<file path="config.mk">
export PLATFORM = sky130hd
export DESIGN_NAME = dbgc_top
export DESIGN_NICKNAME = d
export VERILOG_FILES = /design/src/logic/dbgc_pkg.sv /design/src/logic/dbgc_rst_seq.sv /design/src/logic/dbgc_top.sv
export SDC_FILE = /design/constraint.sdc
export NUM_CORES = 1
export LEC_CHECK = 0
export ABC_CLOCK_PERIOD_IN_PS = 1700
export BUFFER_PORTS_ARGS = -buffer_cell sky130_fd_sc_hd__buf_2
export CORE_ASPECT_RATIO = 1.4
export CORE_MARGIN = 2
export CORE_UTILIZATION = 53
export DETAILED_ROUTE_END_ITERATION = 8
export PLACE_DENSITY_LB_ADDON = 0.05
export SYNTH_ARGS = -nofsm -noshare
export SYNTH_HDL_FRONTEND = slang
export SYNTH_SLANG_ARGS = --single-unit
</file>
<file path="constraint.sdc">
create_clock -name clk -period 1.7 [get_ports clk]
set_clock_uncertainty 0.2 [all_clocks]
set_input_delay 0.34 -clock clk [delete_from_list [all_inputs] [get_ports clk]]
set_output_delay 0.34 -clock clk [all_outputs]
set_load 0.02 [all_outputs]
</file>
<file path="src/logic/dbgc_pkg.sv">
// constants shared by the debugger control and status logic
// assumes a 250 MHz system clock and byte-wide debug link commands
package dbgc_pkg;

	// ----------------------------------------------------------------
	// link command codes
	// ----------------------------------------------------------------
	localparam logic [7:0] DBGC_CMD_RD_STAT = 8'h02; // read status
	localparam logic [7:0] DBGC_CMD_WR_CTL = 8'h04; // write control
	localparam logic [7:0] DBGC_CMD_RD_CTL = 8'h05; // read control
	localparam logic [7:0] DBGC_ACK_BYTE = 8'hFF; // breakpoint ack
	localparam logic [7:0] DBGC_BRK_OPCODE = 8'h00; // breakpoint_opcode

	// ----------------------------------------------------------------
	// control register fields and handy values
	// ----------------------------------------------------------------
	localparam int DBGC_CTL_DBG = 7; // debug_state_bit
	localparam int DBGC_CTL_BREAKPOINT_ENABLE_BIT = 6; // breakpoint_enable_bit
	localparam int DBGC_CTL_ACK = 5; // host_ack_enable_bit
	localparam int DBGC_CTL_SPIN = 4; // breakpoint_spin_select
	localparam int DBGC_CTL_RST = 0; // reset request
	localparam logic [7:0] DBGC_CTL_MASK = 8'hF1; // writable bits
	localparam logic [7:0] DBGC_CTL_RESET = 8'h00; // control reset
	localparam logic [7:0] DBGC_VAL_STOP = 8'h81; // reset and stop
	localparam logic [7:0] DBGC_VAL_GO = 8'h41; // reset and go
	localparam logic [7:0] DBGC_VAL_RUN = 8'h40; // run

	// ----------------------------------------------------------------
	// status register fields
	// ----------------------------------------------------------------
	localparam int DBGC_STAT_IDLE = 7; // cpu idle
	localparam int DBGC_STAT_HALT = 6; // low-power halt
	localparam int DBGC_STAT_RP = 5; // read_protection_active_flag

	// ----------------------------------------------------------------
	// device reset sequence length
	// ----------------------------------------------------------------
	localparam int DBGC_CLK_MHZ = 250; // system clock rate
	localparam int DBGC_POR_NS = 1000; // reset sequence time, ns
	localparam int DBGC_POR_CYC = (DBGC_POR_NS * DBGC_CLK_MHZ) / 1000;
	localparam int DBGC_CNT_W = 9; // sequence counter width

	// command decoder states
	typedef enum logic {DBGC_IDLE, DBGC_WDATA} dbgc_state_e;

endpackage : dbgc_pkg

</file>
<file path="src/logic/dbgc_rst_seq.sv">
// device reset sequencer: holds the system reset for the power-on time
// assumes start is a one-cycle pulse on the system clock
`timescale 1ns/1ps
module dbgc_rst_seq
	import dbgc_pkg::*;
(
	input wire logic clk, // system clock
	input wire logic resetn, // debugger reset, async low
	input wire logic start, // begin a reset sequence
	output logic busy_ff, // system reset asserted
	output logic done_ff // pulse when sequence ends
);

	// ----------------------------------------------------------------
	// sequence counter
	// ----------------------------------------------------------------
	localparam logic [DBGC_CNT_W-1:0] LAST =
		DBGC_CNT_W'(DBGC_POR_CYC - 1);
	logic [DBGC_CNT_W-1:0] cnt_ff; // cycles into the sequence
	logic [DBGC_CNT_W-1:0] nxt_cnt;
	logic nxt_busy;
	logic nxt_done;

	// next state: a start during a sequence is ignored, it is already
	// resetting the device
	always_comb
	begin
		nxt_cnt = cnt_ff;
		nxt_busy = busy_ff;
		nxt_done = 1'b0;
		if (busy_ff)
		begin
			// end of the power-on time
			if (cnt_ff == LAST)
			begin
				nxt_busy = 1'b0;
				nxt_done = 1'b1;
				nxt_cnt = '0;
			end
			else
				nxt_cnt = cnt_ff + 1'b1;
		end
		else if (start)
		begin
			nxt_busy = 1'b1;
			nxt_cnt = '0;
		end
	end

	// registers
	always_ff @(posedge clk or negedge resetn)
	begin
		if (!resetn)
		begin
			cnt_ff <= '0;
			busy_ff <= 1'b0;
			done_ff <= 1'b0;
		end
		else
		begin
			cnt_ff <= nxt_cnt;
			busy_ff <= nxt_busy;
			done_ff <= nxt_done;
		end
	end

endmodule : dbgc_rst_seq

</file>
<file path="src/logic/dbgc_top.sv">
// debugger control and status registers with link command decoding
// assumes the link layer delivers whole bytes on the system clock and
// that cpu-side flags come from logic on the same clock
`timescale 1ns/1ps
module dbgc_top
	import dbgc_pkg::*;
(
	input wire logic clk, // system clock
	input wire logic resetn, // debugger reset, async low
	input wire logic cmd_valid, // link byte strobe
	input wire logic [7:0] cmd_byte, // link byte from host
	input wire logic brk_decoded, // cpu decoded breakpoint
	input wire logic cpu_halt_state, // cpu in low-power halt
	input wire logic rp_option_n, // read protect option, 0 on
	output logic resp_valid_ff, // byte to host strobe
	output logic [7:0] resp_byte_ff, // byte to host
	output logic cpu_stop_ff, // stop fetching
	output logic brk_nop_ff, // treat breakpoint as nop
	output logic brk_spin_ff, // re-execute breakpoint
	output logic sys_reset_ff // device reset, high active
);

	// ----------------------------------------------------------------
	// helpers
	// ----------------------------------------------------------------
	// apply a host write, keeping reserved bits zero and the debug bit
	// set when protection forbids clearing it
	function automatic logic [7:0] ctl_apply(input logic [7:0] old,
		input logic [7:0] data, input logic prot);
		logic [7:0] v;
		v = data & DBGC_CTL_MASK;
		if (prot && old[DBGC_CTL_DBG])
			v[DBGC_CTL_DBG] = 1'b1;
		return v;
	endfunction : ctl_apply

	logic protect; // read protection in force
	assign protect = !rp_option_n;

	// ----------------------------------------------------------------
	// command decode
	// ----------------------------------------------------------------
	dbgc_state_e state_ff; // waiting for opcode or data
	dbgc_state_e nxt_state;
	logic ctl_wr; // control data byte taken
	logic rd_stat; // status read taken
	logic rd_ctl; // control read taken

	// the decoder only tracks the commands this block owns; any other
	// opcode is left to the rest of the debugger
	always_comb
	begin
		nxt_state = state_ff;
		ctl_wr = 1'b0;
		rd_stat = 1'b0;
		rd_ctl = 1'b0;
		case (state_ff)
			DBGC_IDLE:
				if (cmd_valid)
				begin
					if (cmd_byte == DBGC_CMD_RD_STAT)
						rd_stat = 1'b1;
					else if (cmd_byte == DBGC_CMD_RD_CTL)
						rd_ctl = 1'b1;
					else if (cmd_byte == DBGC_CMD_WR_CTL)
						nxt_state = DBGC_WDATA;
				end
			DBGC_WDATA:
				if (cmd_valid)
				begin
					ctl_wr = 1'b1;
					nxt_state = DBGC_IDLE;
				end
			default:
				nxt_state = DBGC_IDLE;
		endcase
	end

	always_ff @(posedge clk or negedge resetn)
	begin
		if (!resetn)
			state_ff <= DBGC_IDLE;
		else
			state_ff <= nxt_state;
	end

	// ----------------------------------------------------------------
	// control register and breakpoint handling
	// ----------------------------------------------------------------
	logic [7:0] ctl_ff; // control register
	logic [7:0] nxt_ctl;
	logic brk_seen_ff; // breakpoint since last control write
	logic nxt_brk_seen;
	logic brk_taken; // enabled breakpoint this cycle
	logic seq_done; // reset sequence finished
	logic seq_start; // start a device reset

	assign brk_taken = brk_decoded && ctl_ff[DBGC_CTL_BREAKPOINT_ENABLE_BIT];

	// host write first, hardware events after it so a breakpoint or a
	// finished reset landing in the same cycle is never lost
	always_comb
	begin
		nxt_ctl = ctl_ff;
		nxt_brk_seen = brk_seen_ff;
		seq_start = 1'b0;
		if (ctl_wr)
		begin
			nxt_ctl = ctl_apply(ctl_ff, cmd_byte, protect);
			nxt_brk_seen = 1'b0;
			seq_start = cmd_byte[DBGC_CTL_RST];
		end
		if (brk_taken && !ctl_ff[DBGC_CTL_SPIN])
			nxt_ctl[DBGC_CTL_DBG] = 1'b1;
		if (brk_taken)
			nxt_brk_seen = 1'b1;
		// reset request self-clears; a new request in the
		// same cycle wins, since it starts a fresh sequence
		if (seq_done && !seq_start)
			nxt_ctl[DBGC_CTL_RST] = 1'b0;
	end

	// the debugger keeps its state through the device reset it starts,
	// so a stop request still holds the cpu once that reset ends
	always_ff @(posedge clk or negedge resetn)
	begin
		if (!resetn)
		begin
			ctl_ff <= DBGC_CTL_RESET;
			brk_seen_ff <= 1'b0;
		end
		else
		begin
			ctl_ff <= nxt_ctl;
			brk_seen_ff <= nxt_brk_seen;
		end
	end

	// ----------------------------------------------------------------
	// cpu-side controls
	// ----------------------------------------------------------------
	logic nxt_stop;
	logic nxt_nop;
	logic nxt_spin;

	always_comb
	begin
		nxt_stop = nxt_ctl[DBGC_CTL_DBG];
		nxt_nop = !nxt_ctl[DBGC_CTL_BREAKPOINT_ENABLE_BIT];
		nxt_spin = nxt_ctl[DBGC_CTL_BREAKPOINT_ENABLE_BIT] && nxt_ctl[DBGC_CTL_SPIN];
	end

	always_ff @(posedge clk or negedge resetn)
	begin
		if (!resetn)
		begin
			cpu_stop_ff <= 1'b0;
			brk_nop_ff <= 1'b1;
			brk_spin_ff <= 1'b0;
		end
		else
		begin
			cpu_stop_ff <= nxt_stop;
			brk_nop_ff <= nxt_nop;
			brk_spin_ff <= nxt_spin;
		end
	end

	// ----------------------------------------------------------------
	// device reset sequencer
	// ----------------------------------------------------------------
	// debugger stays out of reset
	dbgc_rst_seq u_seq (
		.clk(clk),
		.resetn(resetn),
		.start(seq_start),
		.busy_ff(sys_reset_ff),
		.done_ff(seq_done)
	);

	// ----------------------------------------------------------------
	// responses to the host
	// ----------------------------------------------------------------
	logic [7:0] stat; // live status byte
	logic ack_pend_ff; // ack byte waiting for the link
	logic nxt_ack_pend;
	logic nxt_rvalid;
	logic [7:0] nxt_rbyte;

	// read answers take the slot; an ack waits a cycle behind them
	always_comb
	begin
		stat = 8'h00;
		// idle when stopped or after breakpoint
		stat[DBGC_STAT_IDLE] = ctl_ff[DBGC_CTL_DBG] || brk_seen_ff;
		stat[DBGC_STAT_HALT] = cpu_halt_state;
		stat[DBGC_STAT_RP] = protect;
		nxt_ack_pend = ack_pend_ff;
		nxt_rvalid = 1'b0;
		nxt_rbyte = 8'h00;
		if (brk_taken && ctl_ff[DBGC_CTL_ACK])
			nxt_ack_pend = 1'b1;
		if (rd_stat)
		begin
			nxt_rvalid = 1'b1;
			nxt_rbyte = stat;
		end
		else if (rd_ctl)
		begin
			nxt_rvalid = 1'b1;
			nxt_rbyte = ctl_ff;
		end
		else if (ack_pend_ff)
		begin
			nxt_rvalid = 1'b1;
			nxt_rbyte = DBGC_ACK_BYTE;
			nxt_ack_pend = brk_taken && ctl_ff[DBGC_CTL_ACK];
		end
	end

	always_ff @(posedge clk or negedge resetn)
	begin
		if (!resetn)
		begin
			ack_pend_ff <= 1'b0;
			resp_valid_ff <= 1'b0;
			resp_byte_ff <= 8'h00;
		end
		else
		begin
			ack_pend_ff <= nxt_ack_pend;
			resp_valid_ff <= nxt_rvalid;
			resp_byte_ff <= nxt_rbyte;
		end
	end

	localparam int SEQ_MAX = 260;
endmodule : dbgc_top
</file>
==> qor.txt <==
status = completed
DR WL/cell = 14.87 um
Max rail drop VDD = 0.6304 mV
Post CTS Setup Buffer Count = 0
IO Pins = 27
max reg flops = 9
Final #Nets = 174
Crit Path Max Fanout = 12
register bit total from synthesis = 28
CTS tree = done
post-layout util = 0.6584
register area = 703.2 um^2
CTS root buf = clkbuf_4
min Tclk post-route = 1.589 ns
top post-synthesis cells by area = dfrtp_1 50%, o21ai_0 4.4%, nand2_1 4.2%, nand3_1 3.0%, inv_1 2.2%
Initial Utilization = 0.5585
Clk pin slew, worst setup/hold paths = 0.14 ns
# setup viols final = 0
HP Class = input pin to flip-flop
CP Depth = 1
final hold viol count = 0
register area share after synthesis = 0.5199
Final period util = 0.9345
Netlist Area Pre-Place = 1350 um^2
Top reg by flops = u_seq.cnt_ff
vias per inst = 5.838
layout cells sized above 1 = 0.2930
max_cap viols = 0
CTS Buffer Depth = 2
Die Wd = 46.66 um
startpoint type of the worst setup path = flip-flop
top flop regs = u_seq.cnt_ff: 9 flops, resp_byte_ff: 6 flops, ctl_ff: 5 flops
largest net degree at the start of global routing = 29
total track usage = 0.2249
Pins Over Slew Limit = 0
first-pass GRT wire length = 4864 um
row cnt = 21
max incr delay on CP = 0.52 ns
DP HPWL = 2123 um
leakage dissipation = 0.7692 nW
worst-skew pair later-pin latency = 0.32 ns
first-pass iteration count of the detailed router = 4
hold_ws = 0.05182 ns
reg-to-reg setup timing slack = 0.14 ns
crit path from = u_seq.busy_ff$_DFF_PN0_
Die Y = 63.72 um
CTS buffer count = 3
worst reg-to-reg path cell count = 5
Worst path slowest cell = dfrtp_2
Cells after Synth = 128
CP top delay family = flip-flops
port bufs = 26
Data arrival, critical path = 1.05 ns
placed insts = 186
CP required = 1.16 ns
post-synth cell types = 39
commonest cells after routing, fill and taps aside = 26 x dfrtp_1, 26 x buf_2, 15 x nand2_1
Avg Cell Area, Syn = 10.55 um^2
drt initial violations = 26
DRC viols = 0
Routed Antenna Nets = 0
design area = 1592 um^2
Core Area = 2417 um^2
Num Clock Sinks = 28
post-synth top area share = 0.5005
Antenna Cells = 0
htree depth = 1
RR Startpoint = u_seq.cnt_ff[1]$_DFFE_PN0P_
R2R Path End = u_seq.cnt_ff[3]$_DFFE_PN0P_
Post-DP Area = 1520 um^2
gp weighted congestion = 0.9213
Fill cells = 206
largest area contributor in the netlist = dfrtp_1
Rel. slew slack = 0.5944
Yosys warning count = 0
setup TNS = 0 ns
number of global-route vias before repair = 1158
initial antenna violation count = 0
syn_nets = 144
Hold Path Origin = cmd_byte[6]
CP Capture Type = output pin
RSZ-0062 raised after global routing = no
multi-input combinational cell area = 609.3 um^2
critical path start-end classification = flip-flop to output pin
total wire length = 2840 um
routed via count = 1115
worst slew pin tran = 0.6085 ns
die area = 2973 um^2
GRT overflow = 0
synthesis-to-finish area growth = 17.89%
crit path capture = sys_reset_ff
final non-filler cell total = 191
Power Density = 1016 nW/um^2
CP Buf/Inv Count = 1
CP Cell Sequence = buf_2
maximum clock rate = 629.4 MHz
-- synthesized netlist by cell type (all sizes together) --
cell / n
dfrtp: 27
nand2: 16
o21ai: 13
inv: 8
nand3: 8
buf: 4
nand4: 4
o211ai: 4
a21oi: 3
a22oi: 3
nor2b: 3
o22ai: 3
a31oi: 2
and3b: 2
and4: 2
clkbuf: 2
ha: 2
mux2: 2
mux2i: 2
nand3b: 2
nor2: 2
nor3b: 2
or3b: 2
a32oi: 1
and2: 1
and3: 1
dfstp: 1
nand4b: 1
nand4bb: 1
nor4: 1
o2111ai: 1
o211a: 1
o32a: 1
-- layer usage --
layer  wire [um]  vias to the layer above  global-route usage  share of wire
li1            -                      525                   -              -
met1        1050                      539              0.2453           0.37
met2        1582                       37              0.3906           0.56
met3          98                       14             0.03152          0.035
met4         109                        0              0.1250          0.038
met5           0                        -                   0              0
-- kinds of logic (layout without fill, tap and decap cells) --
| kind of cell | count (synthesis) | after routing | share of synthesized area |
|---|---|---|---|
| AOI/OAI and AO/OA | 32 | 32 | 0.1566 |
| adders and majority gates | 2 | 2 | 0.01853 |
| buffers and inverters | 14 | 43 | 0.04634 |
| DFF | 28 | 28 | 0.5199 |
| muxes | 4 | 4 | 0.03151 |
| and+or+nand+nor | 48 | 48 | 0.2271 |
-- stage by stage --
stage	total power [mW]	setup WS [ns]
after floorplan	1.132	0.2306
final	1.617	0.1113
after global routing	1.736	0.02726
after global placement	1.253	0.1207
after detailed placement	1.276	0.07171
after CTS	1.594	0.001965
-- worst min-delay path by stage --
stage | end | slack, ns | cells past startpoint
floorplan | ack_pend_ff$_DFF_PN0_ | -0.16 | 0
global placement | state_ff$_DFF_PN0_ | 0.18 | 1
detailed placement | resp_byte_ff[0]$_DFF_PN0_ | 0.19 | 1
CTS | brk_nop_ff$_DFF_PN1_ | 0.04 | 2
global route | brk_nop_ff$_DFF_PN1_ | 0.03 | 2
finish | brk_nop_ff$_DFF_PN1_ | 0.05 | 2
-- cell type report --
cell class	instances	share of cell area
well taps	34	0.02673
repair buffers	31	0.1069
multi-input cells	86	0.3829
clock buffers	4	0.02280
flip-flops and latches	28	0.4418
inverters	8	0.01887
-- repair_timing --
action | in CTS | in global routing
setup endpoints to repair | 0 | 6
endpoints found under the hold margin | 27 | 0
gates resized for setup | 0 | 3
hold buffers | 1 | 0
-- report_power, final --
part / switching (mW) / leakage, nW / total [mW] / internal (mW)
Combinational: 0.193 / 0.387 / 0.371 / 0.178
Sequential: 0.151 / 0.361 / 0.928 / 0.777
Clock: 0.187 / 0.0210 / 0.318 / 0.131
No activity file was read; power rests on OpenSTA's default activity.
